### config.mk
export PLATFORM = sky130hd
export DESIGN_NAME = cod_operand_decode
export DESIGN_NICKNAME = d
export VERILOG_FILES = /design/src/cod_pkg.sv /design/src/cod_flag_unit.sv /design/src/cod_atomic_guard.sv /design/src/cod_operand_decode.sv
export SDC_FILE = /design/constraint.sdc
export NUM_CORES = 1
export LEC_CHECK = 0
export ABC_AREA = 1
export BUFFER_PORTS_ARGS = -buffer_cell sky130_fd_sc_hd__buf_2
export CELL_PAD_IN_SITES_DETAIL_PLACEMENT = 0
export CELL_PAD_IN_SITES_GLOBAL_PLACEMENT = 2
export CORE_MARGIN = 2
export CORE_UTILIZATION = 26
export CTS_CLUSTER_DIAMETER = 100
export CTS_CLUSTER_SIZE = 12
export DETAILED_ROUTE_END_ITERATION = 12
export GPL_ROUTABILITY_DRIVEN = 0
export PLACE_DENSITY = 0.79
export REMOVE_ABC_BUFFERS = 1
export SYNTH_ARGS = -nofsm -noshare
export SYNTH_HDL_FRONTEND = slang
export SYNTH_SLANG_ARGS = --single-unit
### constraint.sdc
create_clock -name clk -period 1.5 [get_ports clk]
set_input_delay 0.075 -clock clk [delete_from_list [all_inputs] [get_ports clk]]
set_output_delay 0.075 -clock clk [all_outputs]
set_load 0.05 [all_outputs]
### src/cod_pkg.sv
// Package for the operand decoder: opcodes, field layouts, flag positions and operand kinds.
// Assumes an 8-bit core with a 16-bit program counter and a 12-bit register space.
package cod_pkg;

  localparam int BIT_W = 3;
  localparam int DA_W = 16;
  localparam int ER_W = 12;
  localparam int BYTE_W = 8;
  localparam int WREG_W = 4;

  // Opcodes handled by this block
  localparam logic [7:0] OP_ATOMIC = 8'h2F;
  localparam logic [7:0] OP_AND_RR = 8'h52;
  localparam logic [7:0] OP_AND_RIR = 8'h53;
  localparam logic [7:0] OP_AND_GG = 8'h54;
  localparam logic [7:0] OP_AND_GIR = 8'h55;
  localparam logic [7:0] OP_AND_GIM = 8'h56;
  localparam logic [7:0] OP_AND_IRIM = 8'h57;
  localparam logic [7:0] OP_ANDX_EE = 8'h58;
  localparam logic [7:0] OP_ANDX_EIM = 8'h59;

  // Instructions shielded after the atomic prefix
  localparam logic [1:0] ATOMIC_COUNT = 2'h3;

  // Flag bit positions in the flag byte
  localparam int FLAG_C = 7;
  localparam int FLAG_Z = 6;
  localparam int FLAG_S = 5;
  localparam int FLAG_V = 4;
  localparam int FLAG_D = 3;
  localparam int FLAG_H = 2;

  // Working register page sits at the top of the lower register page
  localparam logic [3:0] WREG_PAGE = 4'hE;

  // Per-flag update action
  typedef enum logic [1:0] {
    COD_FLG_KEEP,
    COD_FLG_CALC,
    COD_FLG_ZERO,
    COD_FLG_ONE
  } cod_flg_e;

  // Operand kind selected by the fetch stage
  typedef enum logic [3:0] {
    COD_OPD_BIT,
    COD_OPD_DA,
    COD_OPD_ER,
    COD_OPD_IM,
    COD_OPD_REG,
    COD_OPD_WPAIR,
    COD_OPD_RPAIR,
    COD_OPD_REL,
    COD_OPD_IDX,
    COD_OPD_VEC
  } cod_opd_e;

endpackage : cod_pkg

### src/cod_flag_unit.sv
// Flag update unit: applies a per-flag action vector to the flag byte.
// Assumes actions and the result arrive together in one cycle.
`timescale 1ns/1ps
`default_nettype none
module cod_flag_unit (
  input  wire logic                  clk,
  input  wire logic                  rst_b,
  input  wire logic                  upd,
  input  wire logic [7:0]            result,
  input  wire logic                  ovf,
  input  wire cod_pkg::cod_flg_e     act_c,
  input  wire cod_pkg::cod_flg_e     act_z,
  input  wire cod_pkg::cod_flg_e     act_s,
  input  wire cod_pkg::cod_flg_e     act_v,
  output logic [7:0]                 flags
);

  typedef struct packed {
    logic [7:0] flags;
  } cod_flu_s;

  cod_flu_s st_r;
  cod_flu_s st_nxt;

  function automatic logic apply(input cod_pkg::cod_flg_e a, input logic old, input logic calc);
    case (a)
      cod_pkg::COD_FLG_CALC: apply = calc;
      cod_pkg::COD_FLG_ZERO: apply = 1'b0;
      cod_pkg::COD_FLG_ONE:  apply = 1'b1;
      default:               apply = old;
    endcase
  endfunction

  always_comb begin
    st_nxt = st_r;
    if (upd) begin
      st_nxt.flags[cod_pkg::FLAG_C] = apply(act_c, st_r.flags[cod_pkg::FLAG_C], 1'b0);
      st_nxt.flags[cod_pkg::FLAG_Z] = apply(act_z, st_r.flags[cod_pkg::FLAG_Z],
                                            result == 8'h00);
      st_nxt.flags[cod_pkg::FLAG_S] = apply(act_s, st_r.flags[cod_pkg::FLAG_S], result[7]);
      st_nxt.flags[cod_pkg::FLAG_V] = apply(act_v, st_r.flags[cod_pkg::FLAG_V], ovf);
    end
  end

  always_ff @(posedge clk) begin
    if (!rst_b) begin
      st_r <= '0;
    end else begin
      st_r <= st_nxt;
    end
  end

  assign flags = st_r.flags;

endmodule // cod_flag_unit
`default_nettype wire

### src/cod_atomic_guard.sv
// Atomic guard: blocks interrupt and DMA servicing across a counted run of instructions.
// Assumes instr_done pulses once per completed instruction.
`timescale 1ns/1ps
`default_nettype none
module cod_atomic_guard (
  input  wire logic clk,
  input  wire logic rst_b,
  input  wire logic start,
  input  wire logic instr_done,
  output logic      block
);

  typedef struct packed {
    logic [1:0] cnt;
  } cod_atg_s;

  cod_atg_s st_r;
  cod_atg_s st_nxt;

  always_comb begin
    st_nxt = st_r;
    if (start) begin
      st_nxt.cnt = cod_pkg::ATOMIC_COUNT;
    end else if (instr_done && st_r.cnt != 2'h0) begin
      st_nxt.cnt = st_r.cnt - 2'h1;
    end
  end

  always_ff @(posedge clk) begin
    if (!rst_b) begin
      st_r <= '0;
    end else begin
      st_r <= st_nxt;
    end
  end

  assign block = st_r.cnt != 2'h0;

endmodule // cod_atomic_guard
`default_nettype wire

### src/cod_operand_decode.sv
// Operand decoder: turns operand fields from the fetch stream into addresses and data.
// Assumes the fetch stage presents the opcode, operand kind and raw bytes with a valid strobe.
`timescale 1ns/1ps
`default_nettype none
module cod_operand_decode (
  input  wire logic                  clk,
  input  wire logic                  rst_b,
  input  wire logic                  opd_valid,
  input  wire logic [7:0]            opcode,
  input  wire cod_pkg::cod_opd_e     opd_kind,
  input  wire logic [7:0]            opd_hi,
  input  wire logic [7:0]            opd_lo,
  input  wire logic [15:0]           next_pc,
  input  wire logic [15:0]           base_val,
  input  wire logic                  base_is_pair,
  input  wire logic                  instr_done,
  input  wire logic                  exec_valid,
  input  wire logic [7:0]            exec_result,
  input  wire logic                  irq_req,
  input  wire logic                  dma_req,
  output logic [2:0]                 bit_sel,
  output logic [7:0]                 bit_mask,
  output logic [15:0]                direct_address_operand,
  output logic [11:0]                extended_register_operand,
  output logic [7:0]                 immediate_operand,
  output logic [7:0]                 reg_addr,
  output logic [7:0]                 pair_addr,
  output logic [15:0]                relative_address_operand,
  output logic [15:0]                index_addr,
  output logic [7:0]                 vector_sel,
  output logic                       opd_ok,
  output logic                       opd_err,
  output logic                       irq_grant,
  output logic                       dma_grant,
  output logic                       atomic_block_prefix,
  output logic [7:0]                 flags
);

  typedef struct packed {
    logic [2:0]  bit_sel;
    logic [7:0]  bit_mask;
    logic [15:0] da;
    logic [11:0] er;
    logic [7:0]  im;
    logic [7:0]  reg_addr;
    logic [7:0]  pair_addr;
    logic [15:0] rel;
    logic [15:0] idx;
    logic [7:0]  vec;
    logic        ok;
    logic        err;
    logic        irq_g;
    logic        dma_g;
    logic        atomic;
    logic        and_pend;
  } cod_dec_s;

  cod_dec_s st_r;
  cod_dec_s st_nxt;

  logic                 guard_start;
  logic                 guard_block;
  logic                 flag_upd;
  logic [7:0]           flag_q;
  cod_pkg::cod_flg_e    act_c;
  cod_pkg::cod_flg_e    act_z;
  cod_pkg::cod_flg_e    act_s;
  cod_pkg::cod_flg_e    act_v;

  // Sign-extends a byte displacement and adds it to a 16-bit base
  function automatic logic [15:0] add_disp(input logic [15:0] base, input logic [7:0] disp);
    add_disp = base + {{8{disp[7]}}, disp};
  endfunction

  function automatic logic is_and(input logic [7:0] op);
    is_and = (op >= cod_pkg::OP_AND_RR) && (op <= cod_pkg::OP_ANDX_EIM);
  endfunction

  assign guard_start = opd_valid && opcode == cod_pkg::OP_ATOMIC;

  always_comb begin
    st_nxt = st_r;
    st_nxt.ok = 1'b0;
    st_nxt.err = 1'b0;
    st_nxt.atomic = guard_start || guard_block;
    st_nxt.irq_g = irq_req && !guard_start && !guard_block;
    st_nxt.dma_g = dma_req && !guard_start && !guard_block;
    if (exec_valid) begin
      st_nxt.and_pend = 1'b0;
    end
    if (opd_valid) begin
      st_nxt.ok = 1'b1;
      // Only the latest operand's opcode decides whether the next result touches flags
      st_nxt.and_pend = is_and(opcode);
      case (opd_kind)
        cod_pkg::COD_OPD_BIT: begin
          st_nxt.bit_sel = opd_lo[cod_pkg::BIT_W-1:0];
          st_nxt.bit_mask = 8'h01 << opd_lo[cod_pkg::BIT_W-1:0];
        end
        cod_pkg::COD_OPD_DA: begin
          st_nxt.da = {opd_hi, opd_lo};
        end
        cod_pkg::COD_OPD_ER: begin
          st_nxt.er = {opd_hi[3:0], opd_lo};
        end
        cod_pkg::COD_OPD_IM: begin
          st_nxt.im = opd_lo;
        end
        cod_pkg::COD_OPD_REG: begin
          st_nxt.reg_addr = opd_lo;
        end
        cod_pkg::COD_OPD_WPAIR: begin
          if (opd_lo[0]) begin
            st_nxt.ok = 1'b0;
            st_nxt.err = 1'b1;
          end else begin
            st_nxt.pair_addr = {cod_pkg::WREG_PAGE, opd_lo[3:0]};
          end
        end
        cod_pkg::COD_OPD_RPAIR: begin
          if (opd_lo[0]) begin
            st_nxt.ok = 1'b0;
            st_nxt.err = 1'b1;
          end else begin
            st_nxt.pair_addr = opd_lo;
          end
        end
        cod_pkg::COD_OPD_REL: begin
          st_nxt.rel = add_disp(next_pc, opd_lo);
        end
        cod_pkg::COD_OPD_IDX: begin
          if (base_is_pair) begin
            st_nxt.idx = add_disp(base_val, opd_lo);
          end else begin
            st_nxt.idx = {8'h00, 8'(base_val[7:0] + opd_lo)};
          end
        end
        cod_pkg::COD_OPD_VEC: begin
          st_nxt.vec = opd_lo;
        end
        default: begin
          st_nxt.ok = 1'b0;
          st_nxt.err = 1'b1;
        end
      endcase
    end
  end

  // Only AND results update flags here; all other opcodes leave them alone
  always_comb begin
    flag_upd = exec_valid && st_r.and_pend;
    act_c = cod_pkg::COD_FLG_KEEP;
    act_z = cod_pkg::COD_FLG_CALC;
    act_s = cod_pkg::COD_FLG_CALC;
    act_v = cod_pkg::COD_FLG_ZERO;
  end

  cod_atomic_guard u_guard (
    .clk        (clk),
    .rst_b      (rst_b),
    .start      (guard_start),
    .instr_done (instr_done),
    .block      (guard_block)
  );

  cod_flag_unit u_flags (
    .clk    (clk),
    .rst_b  (rst_b),
    .upd    (flag_upd),
    .result (exec_result),
    .ovf    (1'b0),
    .act_c  (act_c),
    .act_z  (act_z),
    .act_s  (act_s),
    .act_v  (act_v),
    .flags  (flag_q)
  );

  always_ff @(posedge clk) begin
    if (!rst_b) begin
      st_r <= '0;
    end else begin
      st_r <= st_nxt;
    end
  end

  assign bit_sel = st_r.bit_sel;
  assign bit_mask = st_r.bit_mask;
  assign direct_address_operand = st_r.da;
  assign extended_register_operand = st_r.er;
  assign immediate_operand = st_r.im;
  assign reg_addr = st_r.reg_addr;
  assign pair_addr = st_r.pair_addr;
  assign relative_address_operand = st_r.rel;
  assign index_addr = st_r.idx;
  assign vector_sel = st_r.vec;
  assign opd_ok = st_r.ok;
  assign opd_err = st_r.err;
  assign irq_grant = st_r.irq_g;
  assign dma_grant = st_r.dma_g;
  assign atomic_block_prefix = st_r.atomic;
  assign flags = flag_q;

endmodule // cod_operand_decode
`default_nettype wire

Yosys cells after proc, flatten, opt, wreduce, memory -nomap -nowiden:

Cells that the tools add are included.

* $add $sub $neg: 4
* order comparisons: 2
* equality and inequality tests: 12
* shift-type cells: 1
* multiplexer cells: 10
* reductions and logical operators: 29

Operators by type and width (number)
* $add 16x16->16: 2
* $reduce_and 2->1: 9
* $eq 4x3->1 const B: 4
* $mux 16: 1
* $mux 8: 2
* $pmux 8 s2: 1
* $add 8x8->8: 1
* $eq 4x2->1 const B: 2
* $eq 4x4->1 const B: 2
* $eq 8x6->1 const B: 1
* $ge 8x7->1 const B: 1
* $le 8x7->1 const B: 1
* $logic_and 1x1->1: 8
* $logic_not 8->1: 1
* $reduce_bool 2->1: 4
* $reduce_or 8->1: 1
* $shl 1x3->8 const A: 1
* $mux 2: 3
* $eq 4x1->1 const B: 1
* $logic_not 4->1: 1
* $ne 2x2->1 const B: 2
* $pmux 2 s2: 1
* $reduce_and 4->1: 1
* $logic_not 1->1: 2
* 4 further kinds: 5

* register bits: 113
* input bits: 76

Longest topological paths before layout:

Gate-level depths: netlist (run 1).

* depth after elaboration: 5
* mapped depth: 13

Cells and area by module:

From an unflattened synthesis (run 1), not the netlist that was laid out.

* cell total of the unflattened synthesis: 964
* area total of the unflattened synthesis: 6807.8 um^2

Modules (own cells, without submodules)
* cod_operand_decode: instances 1, cells each 903, area each 6423.7 um^2, sequential area each 2162.1 um^2
* cod_flag_unit: instances 1, cells each 43, area each 260.2 um^2, sequential area each 80.1 um^2
* cod_atomic_guard: instances 1, cells each 18, area each 123.9 um^2, sequential area each 40.0 um^2

Worst setup path before layout (run 1):

No wires, ideal clock.

* path type: input port to flip-flop
* start point: input opd_lo[0]
* end point: register st_r, in the netlist relative_address_operand[10]
* library setup time: 0.109 ns
* arrival time: 1.310 ns
* setup slack: 0.081 ns
* cell stages on the path: 12
* path buffers: 0
* cells stage by stage: ha_1 -> fa_1 -> nand3_1 -> nand2_1 -> nand2_1 -> nand2_1 -> nand3_1 -> nand2_1 -> nand2_1 -> nand3_1 -> nand2_1 -> inv_1

* longest elaborated chain between the ends: 1

RTL lines
* start: declaration: RTL line cod_operand_decode.sv:12 `input wire logic [7:0] opd_lo,`
* $add 16x16->16: RTL line cod_operand_decode.sv:72 `add_disp = base + {{8{disp[7]}}, disp};`
* end signal: assignment: RTL line cod_operand_decode.sv:183 `st_r <= st_nxt;`
* end: declaration: RTL line cod_operand_decode.sv:58 `cod_dec_s st_r;`

No other way between the ends.
A chain may end at the register's enable or synchronous reset.

Final worst setup path (run 1):

Same ends and word-level chain as after synthesis.

==> flow_summary.ini, run 1 <==
[power_and_ir_drop]
power_density_mw_per_mm2 = 891
power_frac_comb_pct = 22.8
internal-power_uw = 4850
p_sw_uw = 2360
p_clk_share_pct = 34.5
power_frac_seq_pct = 42.6
leakagePower_uw = 0.00425
switching_share_pct = 32.7
ir_drop_uv = 467

[timing]
period_minus_slack_ns = 1.34
rsz0062_at_grt = false
post-route-period-util_pct = 89.1
drv_slew = 0
tightestPinTransition_ns = 0.568
fmax_ghz = 0.748
hold_viol_final = 0
worst_slew_margin_rel_pct = 62.1
setup-violations-final = 0
skew_ns = 0.00770
hold_slack_ns = 0.0170

[run]
drv_cap = 0

[layout]
antenna_cells = 0
drive_gt1_share_pct = 27.2
syn_to_final_growth_pct = 20.8
fin_nets = 1201
ff_latch_area_mm2 = 0.00224
multiInputGateArea_mm2 = 0.00309
layout.cells.non_filler = 1427
fin_area_mm2 = 0.00808
fillers = 2813
final_util_pct = 32.1

[clock_tree]
cts_buffer_depth = 2
numCtsBuffers = 9
cts_tree = built
cts.sinks = 112
clockRootBuffer = clkbuf_16
htree_levels = 3
clk_latency_ns = 0.36
clkTransAtPathRegs_ns = 0.08

[logic_synthesis]
synth_edf_count = 0
synth-seq-area-share_pct = 33.5
synth_area_per_cell_um2 = 7.11
async_reset_ff_share_pct = 0
synthFlopType = dfxtp_1
synth.ff_latch_count = 112
synthesis.area_mm2 = 0.00669
yosys.cell_types.count = 40
postSynthCellCount = 940
yosys_warnings = 0

[placed_design]
port_buffers = 184
dpl_cell_area_mm2 = 0.00768
hpwl_mm = 15.9
placedCellCount = 1401

[floorplan]
coreArea_mm2 = 0.0252
rows = 58
die_w_um = 164
ioPinCount = 192
fp.dieH_um = 164
dieArea_mm2 = 0.0270
initial_core_util_pct = 26.6

[detailed_routing]
wl_mm = 19.8
viasPerCell = 4.22
wl_per_cell_um = 13.9
wl_met2_mm = 8.94
drc = 0
wl_met1_mm = 9.41
dr_wl_met3_mm = 1.24
drtAntennaViolNets = 0
first_pass_iters = 4
top_layer = met4
num_vias = 6022
drt_iter0_drc = 373

[worst_hold_path]
hold_end = u_guard.st_r[0]$_SDFFE_PN0P_
hp-start = instr_done
min_path_cells = 3
hp-class = input pin to register

[worst_setup_path]
r2r-end = u_guard.st_r[1]$_SDFFE_PN0P_
reg2regPathDepth = 6
rrSetupSlack_ns = 0.25
cp.required_ns = 1.77
crit_type = input pin to register
start_kind = input pin
endpoint_kind = register
r2r_start = u_guard.st_r[0]$_SDFFE_PN0P_
cp_max_fo = 4
arrival_ns = 1.60

[global_route]
antenna_found_initial = 0
grt_pass1_vias = 5648
grt_overflow_total = 0
grt_max_degree = 52
grt_pass1_wl_mm = 30.2
grt_usage_pct = 14.5

[outcome]
outcome = finished, final reports clean
[power groups by stage]
stage | clock network [uW] | logic [uW] | registers [uW]
6_report | 2490 | 1640 | 3070
5_1_grt | 2690 | 1850 | 3080
4_1_cts | 2600 | 1670 | 3070
3_5_place_dp | 0 | 1650 | 3140
3_3_place_gp | 0 | 1640 | 3140
2_1_floorplan | 0 | 745 | 3360
[state kept, by name, indices dropped and copies added, names as in the netlist]
signal,flops
bit_sel,3
index_addr,16
irq_grant,1
relative_address_operand,16
atomic_block_prefix,1
st_r,1
extended_register_operand,12
immediate_operand,8
u_guard.st_r,2
bit_mask,8
pair_addr,7
vector_sel,8
opd_err,1
u_flags.flags,2
reg_addr,8
direct_address_operand,16
dma_grant,1
opd_ok,1
[stage by stage]
stage | total power, uW | setup slack, ns | TNS (ns)
after floorplan | 4110 | 0.0735 | 0
after global placement | 4780 | -0.211 | -3.13
after detailed placement | 4790 | -0.261 | -3.79
after CTS | 7350 | 0.119 | 0
after global routing | 7620 | 0.0189 | 0
final | 7200 | 0.163 | 0
[cell families after synthesis]
| logic type | share of synthesized area (%) |
|---|---|
| compound gates | 14.6 |
| xor+xnor | 1.96 |
| fa+ha+maj | 6.40 |
| buf+inv | 20.5 |
| flops | 33.5 |
| mux | 0.168 |
| other cells | 0.0561 |
| simple gates | 22.7 |
[layout make-up]
cell class                 instances  share of cell area (%)
clock buffer                       9                    2.79
multi-input combinational        587                    38.3
timing repair buffer             268                    19.9
tap                              330                    5.11
inverter                         114                    5.34
sequential                       112                    27.7
clock inverter                     7                   0.867
[per-layer routing]
metal  up-vias  GRT usage (%)
li1       3211              -
met1      2654           19.0
met2       145           24.2
met3        12           3.33
met4         0           3.35
met5         -              0
[worst max-delay path, cell delays in order]
cell and delay [ns]:
buf_2 0.14, ha_1 0.24, fa_1 0.40, nand3_1 0.10, nand2_1 0.11, nand2_1 0.08, nand2_1 0.09, nand3_1 0.11
nand2_1 0.06, nand2_1 0.05, nand3_1 0.06, nand2_1 0.06, inv_1 0.03
[worst max-delay path by stage]
stage,endpoint,slack (ns),startpoint,cells past startpoint
after floorplan,relative_address_operand[10]$_SDFFE_PN0P_,0.07,opd_lo[0],12
after global placement,relative_address_operand[14]$_SDFFE_PN0P_,-0.21,opd_lo[7],12
after detailed placement,relative_address_operand[14]$_SDFFE_PN0P_,-0.26,opd_lo[7],12
after CTS,relative_address_operand[14]$_SDFFE_PN0P_,0.12,opd_lo[7],12
after global routing,index_addr[14]$_SDFFE_PN0P_,0.02,opd_lo[0],12
final,relative_address_operand[10]$_SDFFE_PN0P_,0.16,opd_lo[0],13
[cells in the mapped netlist (all sizes together) (6+ instances only)]
cell | n | area [um2]
clkbuf | 9 | 33.8
o21ai | 82 | 410
inv | 111 | 419
ha | 31 | 388
nor3 | 9 | 67.6
nand4 | 12 | 75.1
o21a | 10 | 75.1
dfxtp | 112 | 2240
nand2 | 175 | 664
xnor2 | 6 | 52.6
buf | 124 | 907
a21oi | 88 | 440
nor2 | 95 | 432
nand3 | 47 | 240
xor2 | 9 | 78.8
[layout by cell type, fill, tap and decap left out, types with 8 or more instances in the layout]
master | netlist | final
a21oi_1 | 88 | 88
buf_2 | 8 | 183
buf_4 | 111 | 72
clkbuf_16 | 0 | 9
dfxtp_1 | 112 | 112
dlygate4sd3_1 | 0 | 10
ha_1 | 31 | 31
inv_1 | 103 | 103
nand2_1 | 174 | 174
nand3_1 | 46 | 46
nand4_1 | 12 | 12
nor2_1 | 86 | 86
o21a_1 | 10 | 10
o21ai_0 | 74 | 74
o21ai_1 | 8 | 8
xor2_1 | 9 | 9
[timing repair]
item,4_1_cts,5_1_grt
resized for setup,0,1
hold buffers,10,0
setup endpoints to repair,0,8
setup buffers,0,0
endpoints found under the hold margin,14,0
Power figures use the tool's default switching activity.
==> inputs of run 2 (changes only) <==
--- a/config.mk
+++ b/config.mk
@@ -7,15 +7,15 @@
 export LEC_CHECK = 0
 export ABC_AREA = 1
 export BUFFER_PORTS_ARGS = -buffer_cell sky130_fd_sc_hd__buf_2
-export CELL_PAD_IN_SITES_DETAIL_PLACEMENT = 0
-export CELL_PAD_IN_SITES_GLOBAL_PLACEMENT = 2
+export CELL_PAD_IN_SITES_DETAIL_PLACEMENT = 1
+export CELL_PAD_IN_SITES_GLOBAL_PLACEMENT = 1
 export CORE_MARGIN = 2
-export CORE_UTILIZATION = 26
+export CORE_UTILIZATION = 33
 export CTS_CLUSTER_DIAMETER = 100
 export CTS_CLUSTER_SIZE = 12
 export DETAILED_ROUTE_END_ITERATION = 12
 export GPL_ROUTABILITY_DRIVEN = 0
-export PLACE_DENSITY = 0.79
+export PLACE_DENSITY = 0.77
 export REMOVE_ABC_BUFFERS = 1
 export SYNTH_ARGS = -nofsm -noshare
 export SYNTH_HDL_FRONTEND = slang
==> run 2 against run 1 <==
First-iteration DRC count decreased by 51%. Cell area decreased by 1.3%. Sequential power about the same. Wire length increased by 1.9%. Utilization increased by 7.7 points. Final cell count decreased by 4.2%. Register-to-register slack about the same. Global-route usage increased by 4.3 points. Clock power decreased by 4%. Sequential share of layout area increased by 0.37 points. Largest power group unchanged.
==> flow_summary.ini, run 2 (synthesis results as in run 1) <==
[worst_setup_path]
cp.required_ns = 1.77
crit_end = relative_address_operand[10]$_SDFFE_PN0P_
arrival_ns = 1.63
cp_slowest_cell = fa_1
path_common_cell = nand2_1
r2r_start = u_guard.st_r[0]$_SDFFE_PN0P_
slowest_delay_ns = 0.39
rrSetupSlack_ns = 0.25
start_kind = input pin
reg2regPathDepth = 6
cp_max_fo = 4
r2r-end = u_guard.st_r[1]$_SDFFE_PN0P_
startpoint = opd_lo[0]
worstPathCellList = buf_2 > ha_1 > fa_1 > nand3_1 > nand2_2 > nand2_1 > nand2_1 > nand3_2 > nand2_1 > nand2_1 > nand3_1 > nand2_1 > inv_1
crit_type = input pin to register
endpoint_kind = register

[floorplan]
dieArea_mm2 = 0.0214
die_w_um = 146
coreArea_mm2 = 0.0200
rows = 52
ioPinCount = 192
fp.dieH_um = 146
initial_core_util_pct = 33.4

[outcome]
outcome = finished, final reports clean

[power_and_ir_drop]
power_density_mw_per_mm2 = 893
leakagePower_uw = 0.00422
ir_drop_uv = 518

[detailed_routing]
drtAntennaViolNets = 0
drc = 0
viasPerCell = 4.63
wl_per_cell_um = 14.8
first_pass_iters = 5
num_vias = 6330
wl_mm = 20.2
drt_iter0_drc = 181

[clock_tree]
cts_setup_buffers = 0
clkTransAtPathRegs_ns = 0.08
clk_latency_ns = 0.36
cts_tree = built
htree_levels = 3
clockRootBuffer = clkbuf_16
cts.sinks = 112
cts_buffer_depth = 2
numCtsBuffers = 9

[placed_design]
port_buffers = 184
placedCellCount = 1341
hpwl_mm = 16.1

[timing]
post-route-period-util_pct = 91.0
setup_tns_ns = 0
rsz0062_at_grt = false
worst_slew_margin_rel_pct = 61.1
drv_slew = 0
hold_viol_final = 0
tightestPinTransition_ns = 0.582
skew_ns = 0.000515
setup-violations-final = 0
fmax_ghz = 0.733
period_minus_slack_ns = 1.36

[layout]
layout.cells.non_filler = 1367
antenna_cells = 0
final_common_cell = buf_2
drive_gt1_share_pct = 27.3
syn_to_final_growth_pct = 19.2
fin_nets = 1201
layout_common_cells = 183 x buf_2, 173 x nand2_1, 112 x dfxtp_1

[global_route]
grt_usage_pct = 18.8
grt_pass1_wl_mm = 32.2
antenna_found_initial = 0
grt_overflow_total = 0
grt_max_degree = 29
grt_pass1_vias = 6420

[worst_hold_path]
hp-class = input pin to register

[run]
drv_cap = 0
[run 2: worst min-delay path by stage]
stage                              start                                       to  slack (ns)  depth (start not counted)
after floorplan                opd_valid                     st_r[0]$_SDFFE_PN0P_        0.17                          1
after global placement         opd_hi[7]  direct_address_operand[15]$_SDFFE_PN0P_        0.30                          3
after detailed placement       opd_hi[5]  direct_address_operand[13]$_SDFFE_PN0P_        0.31                          3
after CTS                 exec_result[7]            u_flags.flags[5]$_SDFFE_PN0P_       0.007                          3
after global routing          instr_done             u_guard.st_r[0]$_SDFFE_PN0P_        0.05                          3
final                         exec_valid                     st_r[0]$_SDFFE_PN0P_        0.01                          4
[run 2: repair_timing]
| item | CTS | global route |
|---|---|---|
| gates resized for setup | 0 | 3 |
| hold buffers | 10 | 0 |
| endpoints found under the setup margin | 0 | 6 |
| hold endpoints to repair | 14 | 0 |
[run 2: final cells by class]
type / count / area [um2]
clock buffers: 10 / 229
clock inverters: 6 / 51.3
fillers: 2609 / 12100
inverters: 114 / 432
multi-input cells: 587 / 3100
flip-flops and latches: 112 / 2240
well taps: 270 / 338
repair buffers: 268 / 1580
[run 2: worst max-delay path: cells and delay by family]
kind / cells / cell delay, ns
adders and majority gates: 2 / 0.62
and+or+nand+nor: 9 / 0.76
buffers and inverters: 2 / 0.17
[run 2: report_power, final]
part	internal, uW	switching [uW]	total, uW	leakage (uW)
Combinational	620	1050	1670	0.00318
Sequential	3040	30.9	3070	0.000907
Clock	1150	1220	2380	0.000133
Total	4820	2300	7120	0.00422
[run 2: metrics by stage]
step	hold slack (ns)	utilization [%]	power [uW]	cell area [um2]	setup slack, ns
5_1_grt	0.0493	39.8	7510	7970	0.00923
6_report	0.0149	39.8	7120	7970	0.135
3_3_place_gp	0.300	37.8	4750	7580	-0.186
3_5_place_dp	0.308	37.8	4800	7580	-0.262
2_1_floorplan	0.166	-	4110	5770	0.0735
4_1_cts	0.00671	39.7	7210	7960	0.0766
[run 2: metal layers]
metal	up-vias	wire (um)	global-route usage, %
met2	142	9730	33.5
met4	0	202	4.47
li1	3218	-	-
met3	16	951	3.56
met1	2954	9290	23.4
met5	-	0	0
==> inputs of run 3 (changes only) <==
--- a/config.mk
+++ b/config.mk
@@ -7,15 +7,14 @@
 export LEC_CHECK = 0
 export ABC_AREA = 1
 export BUFFER_PORTS_ARGS = -buffer_cell sky130_fd_sc_hd__buf_2
-export CELL_PAD_IN_SITES_DETAIL_PLACEMENT = 1
-export CELL_PAD_IN_SITES_GLOBAL_PLACEMENT = 1
 export CORE_MARGIN = 2
-export CORE_UTILIZATION = 33
+export CORE_UTILIZATION = 48
 export CTS_CLUSTER_DIAMETER = 100
 export CTS_CLUSTER_SIZE = 12
 export DETAILED_ROUTE_END_ITERATION = 12
 export GPL_ROUTABILITY_DRIVEN = 0
-export PLACE_DENSITY = 0.77
+export MAX_ROUTING_LAYER = met4
+export PLACE_DENSITY = 0.79
 export REMOVE_ABC_BUFFERS = 1
 export SYNTH_ARGS = -nofsm -noshare
 export SYNTH_HDL_FRONTEND = slang
==> run 3 against run 2 <==
Utilization is 17 points higher. Via count is 3.3% lower. Cell area is 2.9% lower. Clock skew hardly changed. Global-route usage is 4.0 points higher. First-iteration DRC count is 65% higher. Critical path type unchanged. Largest cell class unchanged.
==> flow_summary.ini, run 3 (synthesis results as in run 1) <==
[worst_setup_path]
r2r-end = u_guard.st_r[1]$_SDFFE_PN0P_
endpoint_kind = register
arrival_ns = 1.55
slowest_delay_ns = 0.39
start_kind = input pin
worstPathCellList = buf_2 > ha_1 > fa_1 > nand3_1 > nand2_1 > nand2_1 > nand2_1 > nand3_1 > nand2_1 > nand2_1 > nand3_1 > nand2_1 > inv_1
cp_slowest_cell = fa_1
path_depth = 13
crit_type = input pin to register
cp_top_family = simple AND/OR/NAND/NOR gates
critPathBufInv = 2
cp_max_fo = 4
reg2regPathDepth = 6
r2r_start = u_guard.st_r[0]$_SDFFE_PN0P_
path_common_cell = nand2_1
cp.required_ns = 1.75
rrSetupSlack_ns = 0.26

[clock_tree]
cts_buffer_depth = 2
cts_tree = built
htree_levels = 3
clockRootBuffer = clkbuf_16
clk_latency_ns = 0.35
cts.sinks = 112
numCtsBuffers = 9
clkTransAtPathRegs_ns = 0.07

[global_route]
grt_max_degree = 60
grt_pass1_vias = 5516
grt_pass1_wl_mm = 26.2
grt_usage_pct = 22.8
grt_overflow_total = 0
antenna_found_initial = 0

[layout]
antenna_cells = 0
final_common_cell = buf_2
final_util_pct = 56.4
layout_common_cells = 183 x buf_2, 174 x nand2_1, 112 x dfxtp_1
fin_nets = 1185
syn_to_final_growth_pct = 15.8
fin_area_mm2 = 0.00774
drive_gt1_share_pct = 26.0

[timing]
hold_slack_ns = 0.0228
worst_slew_margin_rel_pct = 66.4
drv_slew = 0
hold_viol_final = 0
rsz0062_at_grt = false
skew_ns = 0.000531
post-route-period-util_pct = 86.9
period_minus_slack_ns = 1.30
timing.final.ws_setup_ns = 0.197
setup-violations-final = 0
fmax_ghz = 0.767
tightestPinTransition_ns = 0.504

[floorplan]
coreArea_mm2 = 0.0137
ioPinCount = 192
die_w_um = 122
initial_core_util_pct = 48.7
rows = 43
fp.dieH_um = 122
dieArea_mm2 = 0.0149

[detailed_routing]
viasPerCell = 4.86
wl_mm = 16.5
drc = 0
wl_per_cell_um = 13.1
num_vias = 6118
first_pass_iters = 4
drtAntennaViolNets = 0
drt_iter0_drc = 298

[outcome]
outcome = finished, final reports clean

[power_and_ir_drop]
ir_drop_uv = 489
power_density_mw_per_mm2 = 899
leakagePower_uw = 0.00415

[worst_hold_path]
min_path_cells = 4
hold_end = st_r[0]$_SDFFE_PN0P_
hp-start = exec_valid
hp-class = input pin to register

[placed_design]
dpl_cell_area_mm2 = 0.00736
hpwl_mm = 12.9
port_buffers = 184
dp_slack_ns = -0.214

[run]
drv_cap = 0
run 3: changes by cell type in the layout (fill, tap and decap cells not counted), sizes merged:
| cell | before | now |
|---|---|---|
| clkinv | 5 | 4 |
| buf | 257 | 241 |
run 3: area by class of cell:
class | instances | area, um2
flip-flops and latches | 112 | 2240
repair buffers | 252 | 1470
fillers | 1344 | 5980
well taps | 180 | 225
inverters | 114 | 432
clock buffers | 10 | 239
clock inverters | 5 | 40.0
multi-input cells | 587 | 3090
run 3: per-stage QoR:
| stage | TNS, ns | total power [uW] | instances |
|---|---|---|---|
| CTS | 0 | 7030 | 1260 |
| finish | 0 | 6960 | 1260 |
| detailed placement | -2.41 | 4700 | 1235 |
| global route | 0 | 7340 | 1260 |
| floorplan | 0 | 4110 | 813 |
| global placement | -1.64 | 4670 | 1235 |
run 3: worst reg2reg max path, stage by stage, from the launching register on:
cell     delay (ns)
dfxtp_1        0.32
inv_1          0.07
ha_1           0.19
inv_1          0.06
nand2_1        0.08
mux2_2         0.33
a21oi_1        0.13
run 3: worst max path at each step:
| stage | from | endpoint | slack [ns] |
|---|---|---|---|
| final | opd_lo[0] | relative_address_operand[10]$_SDFFE_PN0P_ | 0.20 |
| after CTS | opd_lo[7] | relative_address_operand[14]$_SDFFE_PN0P_ | 0.16 |
| after global routing | opd_lo[0] | index_addr[12]$_SDFFE_PN0P_ | 0.03 |
| after global placement | opd_lo[7] | relative_address_operand[14]$_SDFFE_PN0P_ | -0.13 |
| after detailed placement | opd_lo[7] | relative_address_operand[14]$_SDFFE_PN0P_ | -0.21 |
| after floorplan | opd_lo[0] | relative_address_operand[10]$_SDFFE_PN0P_ | 0.07 |
run 3: where the power goes:
part	internal [uW]	leakage, uW	switching [uW]
sequential	3040	0.000907	32.0
clock	1180	0.000133	1130
combinational	583	0.00311	991
total	4800	0.00415	2150
run 3: repair_timing:
action / 4_1_cts / 5_1_grt
hold endpoints to repair: 13 / 0
hold buffers: 10 / 0
setup endpoints to repair: 0 / 4
resized for setup: 0 / 1
setup buffers: 0 / 0
run 3: layer usage:
| layer | track usage, % | part of all wire, % |
|---|---|---|
| met5 | - | 0 |
| met4 | 4.60 | 1.2 |
| met3 | 4.92 | 6.1 |
| met2 | 38.1 | 48 |
| met1 | 28.5 | 45 |
